<file path="src/rtl/xb_consts.svh">
`ifndef XB_CONSTS_SVH
`define XB_CONSTS_SVH

// Register addresses
`define XB_ADDR_DP0_LOW 8'h82
`define XB_ADDR_DP0_HIGH 8'h83
`define XB_ADDR_DP1_LOW 8'h84
`define XB_ADDR_DP1_HIGH 8'h85
`define XB_ADDR_PTR_SEL 8'h86
`define XB_ADDR_EXTERNAL_DATA_MOVE_PAGE 8'h92
`define XB_ADDR_AP1_HIGH 8'h9a
`define XB_ADDR_AP1_LOW 8'h9b
`define XB_ADDR_AP2_HIGH 8'h9d
`define XB_ADDR_AP2_LOW 8'h9e
`define XB_ADDR_PORT_DATA 8'ha0
`define XB_ADDR_PORT_OE 8'hb4

// Reset values and fields
`define XB_RST_BYTE 8'h00
`define XB_RST_ADDR 16'h0000
`define XB_PTR_SEL_BIT 0

// Input clock period, then clock output periods at 48, 24 and 12 MHz, in picoseconds
`define XB_CLK_PS 8000
`define XB_TCL48_PS 20830
`define XB_TCL24_PS 41660
`define XB_TCL12_PS 83200
`define XB_CYC(ps) (((ps) + `XB_CLK_PS - 1) / `XB_CLK_PS)

// Bus cycle lengths in clock output cycles
`define XB_FETCH_TICKS 5'h03
`define XB_DATA_TICKS 5'h03
`define XB_STRETCH_STEP 5'h02
`define XB_PWR_WAIT_TICKS 5'h02
`define XB_PRD_WAIT_TICKS 5'h03
`define XB_PSTB_TICKS 5'h02

`endif

</file>
<file path="src/rtl/xb_pkg.sv">
package xb_pkg;

   typedef enum logic [2:0] {
      XB_IDLE = 3'b000,
      XB_FETCH = 3'b001,
      XB_DREAD = 3'b010,
      XB_DWRITE = 3'b011,
      XB_PWAIT = 3'b100,
      XB_PSTROBE = 3'b101
   } xb_state_t;

   typedef enum logic [1:0] {
      XB_KIND_FETCH = 2'b00,
      XB_KIND_READ = 2'b01,
      XB_KIND_WRITE = 2'b10
   } xb_kind_t;

   typedef enum logic [2:0] {
      XB_SRC_PC = 3'b000,
      XB_SRC_DPTR = 3'b001,
      XB_SRC_INDEX = 3'b010,
      XB_SRC_AP1 = 3'b011,
      XB_SRC_AP2 = 3'b100
   } xb_src_t;

   typedef struct packed {
      xb_kind_t kind;
      xb_src_t src;
      logic [15:0] pc;
      logic [7:0] index_low;
      logic [7:0] wdata;
   } xb_req_t;

   typedef enum logic [1:0] {
      XB_SPEED_12 = 2'b00,
      XB_SPEED_24 = 2'b01,
      XB_SPEED_48 = 2'b10
   } xb_speed_t;

endpackage

</file>
<file path="src/rtl/xb_clkdiv.sv">
`timescale 1ns/1ps
`include "xb_consts.svh"

module xb_clkdiv #(
   parameter logic [3:0] DIV48 = 4'(`XB_CYC(`XB_TCL48_PS)),
   parameter logic [3:0] DIV24 = 4'(`XB_CYC(`XB_TCL24_PS)),
   parameter logic [3:0] DIV12 = 4'(`XB_CYC(`XB_TCL12_PS))
) (
   input wire logic i_clk,
   input wire logic i_reset,
   input wire xb_pkg::xb_speed_t i_speed,
   output logic o_tick,
   output logic o_cpu_clock_output
);
   import xb_pkg::*;

   logic [3:0] cnt_reg;
   logic [3:0] cnt_next;
   logic [3:0] div;
   logic clk_reg;

   assign div = (i_speed == XB_SPEED_48) ? DIV48 :
                (i_speed == XB_SPEED_24) ? DIV24 : DIV12;
   assign o_tick = (cnt_reg >= div - 4'h1);
   assign cnt_next = o_tick ? 4'h0 : cnt_reg + 4'h1;

   always_ff @(posedge i_clk) begin
      if (i_reset) begin
         cnt_reg <= 4'h0;
         clk_reg <= 1'b0;
      end else begin
         cnt_reg <= cnt_next;
         clk_reg <= (cnt_next < (div >> 1));
      end
   end

   assign o_cpu_clock_output = clk_reg;

endmodule // xb_clkdiv

</file>
<file path="src/rtl/xb_ext_bus.sv">
// Summary of operation
// With strobe option on, port reads pulse read and writes pulse write; the code strobes only for accesses made while the bus is idle.
// Strobe option follows the enable bit; when clear, no port strobes.
// Each port strobe pulse lasts exactly two clock output cycles.
// Port write: update value, wait two cycles, write strobe two cycles.
// First auto pointer address appears only while a strobe is low.
// Second auto pointer address holds for the whole bus cycle.
// Stretch lengthens data accesses only; fetches keep fixed timing.
// Clock output runs at 12, 24 or 48 MHz; bus timing scales.
// Index register moves take address bits 15..8 from the page register.
// Bit 0 of pointer select picks data pointer; reset picks pointer 0.
// Fetches drive program strobe low then high with address, OE, CS.
// Peripheral treats port read strobe as prefetch cue only.
// Read and write strobes are active low and idle high.
`timescale 1ns/1ps
`include "xb_consts.svh"

module xb_ext_bus (
   input wire logic i_clk,
   input wire logic i_reset,
   input wire xb_pkg::xb_speed_t i_speed,
   input wire logic [2:0] i_stretch,
   input wire logic i_io_port_strobe_enable,
   input wire logic [7:0] i_sfr_addr,
   input wire logic i_sfr_wr,
   input wire logic i_sfr_rd,
   input wire logic [7:0] i_sfr_wdata,
   output logic [7:0] o_sfr_rdata,
   input wire logic i_xreq_valid,
   input wire xb_pkg::xb_req_t i_xreq,
   output logic o_xreq_ready,
   output logic o_xdone,
   output logic [7:0] o_xrdata,
   output logic o_cpu_clock_output,
   output logic [15:0] o_addr,
   output logic [7:0] o_data_out,
   output logic o_data_oe_n,
   input wire logic [7:0] i_data_in,
   output logic o_rd_n,
   output logic o_wr_n,
   output logic o_program_store_strobe_n,
   output logic o_mem_oe_n,
   output logic o_cs_n,
   output logic [7:0] o_third_io_port_out,
   output logic [7:0] o_third_io_port_oe_n,
   input wire logic [7:0] i_third_io_port_in
);
   import xb_pkg::*;

   function automatic logic sfr_hit(input logic [7:0] a, input logic [7:0] b);
      sfr_hit = (a == b);
   endfunction

   logic tick;
   logic [7:0] dp0l_reg, dp0h_reg, dp1l_reg, dp1h_reg, psel_reg;
   logic [7:0] external_data_move_upper_page_reg, ap1h_reg, ap1l_reg, ap2h_reg, ap2l_reg;
   logic [7:0] port_reg, port_oe_reg, rdata_reg, rdata_next;
   xb_state_t state_reg, state_next;
   logic [4:0] cnt_reg, cnt_next;
   logic [4:0] data_len;
   logic prd_reg, prd_next;
   xb_src_t src_reg;
   logic [15:0] addr_reg, addr_next;
   logic [7:0] wdata_reg, xrdata_reg;
   logic done_reg;
   logic idle, last, port_wr, port_rd, port_trig, take;
   logic [4:0] ph_ticks_reg;

   xb_clkdiv u_div (
      .i_clk(i_clk),
      .i_reset(i_reset),
      .i_speed(i_speed),
      .o_tick(tick),
      .o_cpu_clock_output(o_cpu_clock_output)
   );

   // Register writes and reads
   always_ff @(posedge i_clk) begin
      if (i_reset) begin
         dp0l_reg <= `XB_RST_BYTE;
         dp0h_reg <= `XB_RST_BYTE;
         dp1l_reg <= `XB_RST_BYTE;
         dp1h_reg <= `XB_RST_BYTE;
         psel_reg <= `XB_RST_BYTE;
         external_data_move_upper_page_reg <= `XB_RST_BYTE;
         ap1h_reg <= `XB_RST_BYTE;
         ap1l_reg <= `XB_RST_BYTE;
         ap2h_reg <= `XB_RST_BYTE;
         ap2l_reg <= `XB_RST_BYTE;
         port_reg <= `XB_RST_BYTE;
         port_oe_reg <= `XB_RST_BYTE;
         rdata_reg <= `XB_RST_BYTE;
      end else begin
         rdata_reg <= rdata_next;
         if (i_sfr_wr) begin
            case (i_sfr_addr)
               `XB_ADDR_DP0_LOW: dp0l_reg <= i_sfr_wdata;
               `XB_ADDR_DP0_HIGH: dp0h_reg <= i_sfr_wdata;
               `XB_ADDR_DP1_LOW: dp1l_reg <= i_sfr_wdata;
               `XB_ADDR_DP1_HIGH: dp1h_reg <= i_sfr_wdata;
               `XB_ADDR_PTR_SEL: psel_reg <=
                  {7'h00, i_sfr_wdata[`XB_PTR_SEL_BIT]};
               `XB_ADDR_EXTERNAL_DATA_MOVE_PAGE: external_data_move_upper_page_reg <= i_sfr_wdata;
               `XB_ADDR_AP1_HIGH: ap1h_reg <= i_sfr_wdata;
               `XB_ADDR_AP1_LOW: ap1l_reg <= i_sfr_wdata;
               `XB_ADDR_AP2_HIGH: ap2h_reg <= i_sfr_wdata;
               `XB_ADDR_AP2_LOW: ap2l_reg <= i_sfr_wdata;
               `XB_ADDR_PORT_DATA: port_reg <= i_sfr_wdata;
               `XB_ADDR_PORT_OE: port_oe_reg <= i_sfr_wdata;
               default: ;
            endcase
         end
      end
   end

   always_comb begin
      rdata_next = rdata_reg;
      if (i_sfr_rd) begin
         case (i_sfr_addr)
            `XB_ADDR_DP0_LOW: rdata_next = dp0l_reg;
            `XB_ADDR_DP0_HIGH: rdata_next = dp0h_reg;
            `XB_ADDR_DP1_LOW: rdata_next = dp1l_reg;
            `XB_ADDR_DP1_HIGH: rdata_next = dp1h_reg;
            `XB_ADDR_PTR_SEL: rdata_next = psel_reg;
            `XB_ADDR_EXTERNAL_DATA_MOVE_PAGE: rdata_next = external_data_move_upper_page_reg;
            `XB_ADDR_AP1_HIGH: rdata_next = ap1h_reg;
            `XB_ADDR_AP1_LOW: rdata_next = ap1l_reg;
            `XB_ADDR_AP2_HIGH: rdata_next = ap2h_reg;
            `XB_ADDR_AP2_LOW: rdata_next = ap2l_reg;
            `XB_ADDR_PORT_DATA: rdata_next = i_third_io_port_in;
            `XB_ADDR_PORT_OE: rdata_next = port_oe_reg;
            default: rdata_next = 8'h00;
         endcase
      end
   end

   assign o_sfr_rdata = rdata_reg;
   assign o_third_io_port_out = port_reg;
   assign o_third_io_port_oe_n = ~port_oe_reg;

   // Port access detection and request acceptance
   assign idle = (state_reg == XB_IDLE);
   assign port_wr = i_sfr_wr && sfr_hit(i_sfr_addr, `XB_ADDR_PORT_DATA);
   assign port_rd = i_sfr_rd && sfr_hit(i_sfr_addr, `XB_ADDR_PORT_DATA);
   assign port_trig = idle && i_io_port_strobe_enable
                      && (port_wr || port_rd);
   assign o_xreq_ready = idle && !port_trig;
   assign take = o_xreq_ready && i_xreq_valid;
   assign last = tick && (cnt_reg == 5'h00);
   assign data_len = `XB_DATA_TICKS
                     + 5'(i_stretch * `XB_STRETCH_STEP) - 5'h01;

   // Address source selection
   always_comb begin
      case (i_xreq.src)
         XB_SRC_DPTR: addr_next = psel_reg[`XB_PTR_SEL_BIT] ?
            {dp1h_reg, dp1l_reg} : {dp0h_reg, dp0l_reg};
         XB_SRC_INDEX: addr_next = {external_data_move_upper_page_reg, i_xreq.index_low};
         XB_SRC_AP1: addr_next = {ap1h_reg, ap1l_reg};
         XB_SRC_AP2: addr_next = {ap2h_reg, ap2l_reg};
         default: addr_next = i_xreq.pc;
      endcase
   end

   // Cycle sequencer
   always_comb begin
      state_next = state_reg;
      cnt_next = cnt_reg;
      prd_next = prd_reg;
      case (state_reg)
         XB_IDLE: begin
            if (port_trig) begin
               state_next = XB_PWAIT;
               prd_next = port_rd;
               cnt_next = (port_rd ? `XB_PRD_WAIT_TICKS
                           : `XB_PWR_WAIT_TICKS) - 5'h01;
            end else if (take) begin
               case (i_xreq.kind)
                  XB_KIND_FETCH: begin
                     state_next = XB_FETCH;
                     cnt_next = `XB_FETCH_TICKS - 5'h01;
                  end
                  XB_KIND_READ: begin
                     state_next = XB_DREAD;
                     cnt_next = data_len;
                  end
                  default: begin
                     state_next = XB_DWRITE;
                     cnt_next = data_len;
                  end
               endcase
            end
         end
         XB_PWAIT: begin
            if (last) begin
               state_next = XB_PSTROBE;
               cnt_next = `XB_PSTB_TICKS - 5'h01;
            end else if (tick) begin
               cnt_next = cnt_reg - 5'h01;
            end
         end
         XB_FETCH, XB_DREAD, XB_DWRITE, XB_PSTROBE: begin
            if (last) begin
               state_next = XB_IDLE;
            end else if (tick) begin
               cnt_next = cnt_reg - 5'h01;
            end
         end
         default: state_next = XB_IDLE;
      endcase
   end

   always_ff @(posedge i_clk) begin
      if (i_reset) begin
         state_reg <= XB_IDLE;
         cnt_reg <= 5'h00;
         prd_reg <= 1'b0;
         src_reg <= XB_SRC_PC;
         addr_reg <= `XB_RST_ADDR;
         wdata_reg <= `XB_RST_BYTE;
      end else begin
         state_reg <= state_next;
         cnt_reg <= cnt_next;
         prd_reg <= prd_next;
         if (take) begin
            src_reg <= i_xreq.src;
            addr_reg <= addr_next;
            wdata_reg <= i_xreq.wdata;
         end
      end
   end

   always_ff @(posedge i_clk) begin
      if (i_reset) begin
         xrdata_reg <= `XB_RST_BYTE;
         done_reg <= 1'b0;
      end else begin
         done_reg <= last && (state_reg == XB_FETCH
                     || state_reg == XB_DREAD || state_reg == XB_DWRITE);
         if (last && (state_reg == XB_FETCH || state_reg == XB_DREAD)) begin
            xrdata_reg <= i_data_in;
         end
      end
   end

   assign o_xdone = done_reg;
   assign o_xrdata = xrdata_reg;

   // Pin drive
   assign o_rd_n = !(state_reg == XB_DREAD
                   || (state_reg == XB_PSTROBE && prd_reg));
   assign o_wr_n = !(state_reg == XB_DWRITE
                   || (state_reg == XB_PSTROBE && !prd_reg));
   assign o_program_store_strobe_n = (state_reg != XB_FETCH);
   assign o_mem_oe_n = !(state_reg == XB_FETCH || state_reg == XB_DREAD);
   assign o_cs_n = !(state_reg == XB_FETCH || state_reg == XB_DREAD
                   || state_reg == XB_DWRITE);
   assign o_addr = (src_reg == XB_SRC_AP1 && o_rd_n && o_wr_n) ?
                   `XB_RST_ADDR : addr_reg;
   assign o_data_out = wdata_reg;
   assign o_data_oe_n = (state_reg != XB_DWRITE);

   // Ticks seen in the current phase, for checking
   always_ff @(posedge i_clk) begin
      if (i_reset || state_next != state_reg) begin
         ph_ticks_reg <= 5'h00;
      end else if (tick) begin
         ph_ticks_reg <= ph_ticks_reg + 5'h01;
      end
   end

   AST_NO_STB_OFF: assert property (@(posedge i_clk) disable iff (i_reset)
      idle && (port_wr || port_rd) && !i_io_port_strobe_enable
      |=> state_reg != XB_PWAIT)
      else $error("port strobe started while option off");
   AST_STB_START: assert property (@(posedge i_clk) disable iff (i_reset)
      idle && port_wr && i_io_port_strobe_enable
      |=> state_reg == XB_PWAIT && !prd_reg)
      else $error("port write did not start a strobe");
   AST_STB_LEN: assert property (@(posedge i_clk) disable iff (i_reset)
      state_reg == XB_PSTROBE && last |-> ph_ticks_reg == 5'h01)
      else $error("port strobe not two clock output cycles");
   AST_WR_WAIT: assert property (@(posedge i_clk) disable iff (i_reset)
      state_reg == XB_PWAIT && last && !prd_reg
      |-> ph_ticks_reg == 5'h01 ##1 !o_wr_n)
      else $error("write strobe wait not two cycles");
   AST_AP1_GATE: assert property (@(posedge i_clk) disable iff (i_reset)
      src_reg == XB_SRC_AP1 && o_rd_n && o_wr_n
      |-> o_addr == 16'h0000)
      else $error("first auto pointer address outside strobe");
   AST_AP2_HOLD: assert property (@(posedge i_clk) disable iff (i_reset)
      (state_reg == XB_DREAD || state_reg == XB_DWRITE)
      && src_reg == XB_SRC_AP2 |-> o_addr == {ap2h_reg, ap2l_reg})
      else $error("second auto pointer address not held");
   AST_FETCH_FIXED: assert property (@(posedge i_clk) disable iff (i_reset)
      state_reg == XB_FETCH && last |-> ph_ticks_reg == 5'h02)
      else $error("fetch length changed");
   AST_IDLE_HIGH: assert property (@(posedge i_clk) disable iff (i_reset)
      idle |-> o_rd_n && o_wr_n && o_program_store_strobe_n)
      else $error("strobe low while idle");
   AST_PAGE: assert property (@(posedge i_clk) disable iff (i_reset)
      take && i_xreq.src == XB_SRC_INDEX
      |=> o_addr[15:8] == $past(external_data_move_upper_page_reg))
      else $error("page byte not used for index move");
   AST_PSEL: assert property (@(posedge i_clk) disable iff (i_reset)
      take && i_xreq.src == XB_SRC_DPTR && !psel_reg[0]
      |=> o_addr == $past({dp0h_reg, dp0l_reg}))
      else $error("pointer 0 not selected");
   AST_PROGRAM_STORE_STROBE_N: assert property (@(posedge i_clk) disable iff (i_reset)
      take && i_xreq.kind == XB_KIND_FETCH
      |=> !o_program_store_strobe_n && !o_cs_n && !o_mem_oe_n)
      else $error("fetch strobes not asserted");

endmodule // xb_ext_bus

</file>
<file path="config.mk">
export PLATFORM = sky130hd
export DESIGN_NAME = xb_ext_bus
export DESIGN_NICKNAME = d
export VERILOG_FILES = /design/src/rtl/xb_pkg.sv /design/src/rtl/xb_clkdiv.sv /design/src/rtl/xb_ext_bus.sv
export VERILOG_INCLUDE_DIRS = /design/src /design/src/rtl
export SDC_FILE = /design/constraint.sdc
export NUM_CORES = 1
export LEC_CHECK = 0
export BUFFER_PORTS_ARGS = -buffer_cell sky130_fd_sc_hd__buf_4
export CAP_MARGIN = 10
export CELL_PAD_IN_SITES_DETAIL_PLACEMENT = 1
export CELL_PAD_IN_SITES_GLOBAL_PLACEMENT = 1
export CORE_ASPECT_RATIO = 1.75
export CORE_MARGIN = 2
export CORE_UTILIZATION = 42
export DETAILED_ROUTE_END_ITERATION = 16
export PLACE_DENSITY = 0.87
export SETUP_SLACK_MARGIN = 0.4
export SYNTH_ARGS = -nofsm -noshare
export SYNTH_HDL_FRONTEND = slang
export SYNTH_HIERARCHICAL = 1
export SYNTH_SLANG_ARGS = --single-unit
</file>
<file path="constraint.sdc">
create_clock -name i_clk -period 3 [get_ports i_clk]
set_input_delay 0.3 -clock i_clk [delete_from_list [all_inputs] [get_ports i_clk]]
set_output_delay 0.3 -clock i_clk [all_outputs]
set_load 0.01 [all_outputs]
</file>
==> flow_summary.yaml <==
cts:
  cts.path.max_buffers: 2
  cts_root_buf: "sky130_fd_sc_hd__clkbuf_16"
  cts-buffers-inserted: 17
  cts.sink_count: 147
  source_to_sink_clock_delay_at_the_later_pin_of_the_worst_skew_pair_ns: 0.44
  cts.reportedPaths.clkPinSlew_ns: 0.07
  postCtsSetupBuffers: 0
  cts_tree: "built"
  clock_tree.htree_level_count: 4
detailed_routing:
  detailroute.via_count: 8263
  detail_route.vias_per_cell: 6.11
  drt_pre_antenna_iters: 7
  post_route_drc: 0
  antenna_violating_nets_post_route: 0
  overall_routed_net_length_mm: 31.3
  drt-initial-drc-count: 566
  wl_per_cell_um: 23.1
timing:
  setup_tns_final_ns: 0
  min_period_ns: 2.51
  grt_setup_unrepaired: "true"
  finalMaxSlewViolations: 0
  timing_hold_violations_final: 0
  clock-skew-final_ns: 0.00837
  max_slew.worst_pin.slew_ns: 0.880
  max_clock_freq_mhz: 399
  final_worst_slack_ns: 0.495
  min_period_over_period: 0.835
  slew-limit-headroom: 0.411
  setup_violations: 0
synthesis:
  mappedNetlistArea_um2: 8010
  edff_count_synth: 0
  synth-simple-area-share: 0.263
  top_reg_cell_synth: "sky130_fd_sc_hd__dfxtp_1"
  mappedNetlistNets: 1085
  synth_seq_cells: 147
  synth_cells: 995
  unique_cell_type_count_in_the_yosys_netlist: 72
  synth_compound_area_frac: 0.185
  avgSynthCellArea_um2: 8.05
  seq_area_frac_synth: 0.368
  synth-warning-count: 6
  muxShareOfSynthArea: 0.108
  post_synth_xor_area_fraction: 0.00547
  synthAdderAreaFrac: 0.0169
  postSynth.asyncResetShare: 0
  main_combinational_cell_family_by_area_after_synthesis: "simple AND/OR/NAND/NOR gates"
pwr:
  ir_worst_vdd_mv: 0.358
  seq_power_share: 0.390
  power_switching_share: 0.284
  cellInternalPower_mw: 3.82
  leakagePower_nw: 3.76
  clkPwrFrac: 0.428
  design_power_total_mw: 5.33
  power_per_cell_area_nw_per_um2: 541
  comb_power_share: 0.182
  power_switching_mw: 1.51
outcome:
  outcome: "completed"
global_route:
  first_global_vias: 8391
  grt.overflow.total: 0
  grt_usage: 0.307
  wire_length_of_the_first_global_routing_pass_mm: 47.5
  grt_start_max_net_pins: 143
  antenna_found_initial: 0
floorplan:
  die-height_um: 187
  boundaryPins: 145
  initial_core_util: 0.429
  row_count: 66
  floorplan.core_area_um2: 18700
  fp.dieArea_um2: 20200
  chipWidth_um: 108
setup_path:
  timing.critical_path.cells: "inv_1 > ha_1 > nand2b_4 > a21oi_2 > a21oi_2 > and4bb_2 > and2_1 > o2bb2ai_1 > or4_1 > a21oi_1"
  critical_path_class: "flop to flop"
  cp_slowest_cell: "sky130_fd_sc_hd__or4_1"
  worstPathBufferInverterCount: 1
  critPathArrivalTime_ns: 2.86
  required_ns: 3.36
  cpPeakStageDelay_ns: 0.50
  timing.critical_path.to_type: "flop"
  critPathTopFamily: "simple AND/OR/NAND/NOR gates"
  critical_path.max_fanout: 5
  timing.critical_path.from_type: "flop"
  crit_path_frequent_cell: "sky130_fd_sc_hd__a21oi_2"
placement:
  place_hpwl_mm: 22.0
  pre_cts_slack_ns: 0.346
  port_buffers: 144
  gp_congestion: 0.984
  place_inst: 1322
flow_run:
  max-cap-violations: 0
layout:
  mostFrequentLayoutCells: "sky130_fd_sc_hd__buf_4 (167), sky130_fd_sc_hd__dfxtp_1 (146), sky130_fd_sc_hd__nand2_1 (142), sky130_fd_sc_hd__a21oi_1 (96), sky130_fd_sc_hd__nor2_1 (82)"
  drive_above_1_share: 0.203
  area.growth.synth_to_final_pct: 23.0
  final_nets: 1193
  num_antenna_cells: 0
  largest_register_ffs: 16
  final_layout_fill_cell_count: 2289
  final_common_cell: "sky130_fd_sc_hd__buf_4"
  final-instance-count-excl-fill: 1353
worst_hold_path:
  hold_path_class: "primary input to flop"
## logic make-up (layout without fill, tap and decap cells)
family,Yosys count,in the layout
AO/OA/AOI/OAI,226,226
XOR/XNOR,5,5
adder cells (fa/ha/maj),11,11
buffers and inverters,101,221
flip-flops,147,147
multiplexers,86,86
AND/OR/NAND/NOR,419,419
## tightest hold or removal path: cells and delay by family
family	cells	cell delay [ns]
simple gates	1	0.07
buf+inv	1	0.08
mux	1	0.05
## timing repair
item | in CTS | in global routing
hold buffers | 0 | 0
gates resized for setup | 0 | 2
endpoints found under the setup margin | 0 | 16
## cells in the mapped netlist (7+ instances only)
cell	count	area [um2]
sky130_fd_sc_hd__a21oi_1	96	480
sky130_fd_sc_hd__ha_1	10	125
sky130_fd_sc_hd__nand2_1	142	533
sky130_fd_sc_hd__a22oi_1	16	120
sky130_fd_sc_hd__clkbuf_1	53	199
sky130_fd_sc_hd__mux2i_1	80	801
sky130_fd_sc_hd__a211oi_1	24	180
sky130_fd_sc_hd__dfxtp_1	147	2940
sky130_fd_sc_hd__nor2_1	82	308
sky130_fd_sc_hd__nand3_1	66	330
sky130_fd_sc_hd__nor3_1	22	110
sky130_fd_sc_hd__nand2b_1	23	144
sky130_fd_sc_hd__nor3b_1	7	52.6
sky130_fd_sc_hd__nand3b_1	7	52.6
sky130_fd_sc_hd__o21ai_0	24	120
sky130_fd_sc_hd__inv_1	22	82.6
sky130_fd_sc_hd__nor2b_1	23	144
sky130_fd_sc_hd__buf_2	17	85.1
sky130_fd_sc_hd__a32o_1	16	160
## worst paths after layout
path | slack, ns | start | cells past startpoint | endpoint
min reg2reg | 0.45 | o_sfr_rdata[5]$_SDFFE_PP0P_ | 2 | o_sfr_rdata[5]$_SDFFE_PP0P_
max reg2reg | 0.49 | u_div/cnt_reg[0]$_SDFF_PP0_ | 10 | state_reg[0]$_SDFFE_PP0P_
min | 0.11 | i_data_in[0] | 3 | o_xrdata[0]$_SDFFE_PP0P_
max | 0.49 | u_div/cnt_reg[0]$_SDFF_PP0_ | 10 | state_reg[0]$_SDFFE_PP0P_
## power groups by stage
stage	Sequential [mW]	Combinational, mW	Clock (mW)
after detailed placement	2.12	0.947	0
after global routing	2.09	1.04	2.36
after CTS	2.08	0.962	2.29
after global placement	2.12	0.923	0
after floorplan	2.12	0.574	0
final	2.08	0.969	2.28
## area by class of cell
type | instances | area, um2 | share of cell area
repair buffers | 168 | 1270 | 0.129
clock buffers | 18 | 429 | 0.0436
well taps | 238 | 298 | 0.0302
clock inverters | 13 | 185 | 0.0188
inverters | 22 | 82.6 | 0.00839
multi-input cells | 747 | 4640 | 0.471
flip-flops and latches | 147 | 2940 | 0.299
## metrics by stage
step                utilization  cell area, um2  hold slack (ns)
global placement          0.495            9230            0.440
global route              0.528            9850            0.116
detailed placement        0.495            9230            0.447
CTS                       0.528            9850            0.103
floorplan                     -            8010            0.376
finish                    0.528            9850            0.105
## routing by layer
| layer | track usage | vias up | part of all wire |
|---|---|---|---|
| met1 | 0.318 | 4087 | 0.35 |
| met4 | 0.198 | 0 | 0.072 |
| met3 | 0.0503 | 115 | 0.041 |
| met2 | 0.557 | 297 | 0.53 |
| met5 | 0 | - | 0 |
| li1 | - | 3764 | - |
Note: power is estimated with default switching activity, not from simulation.
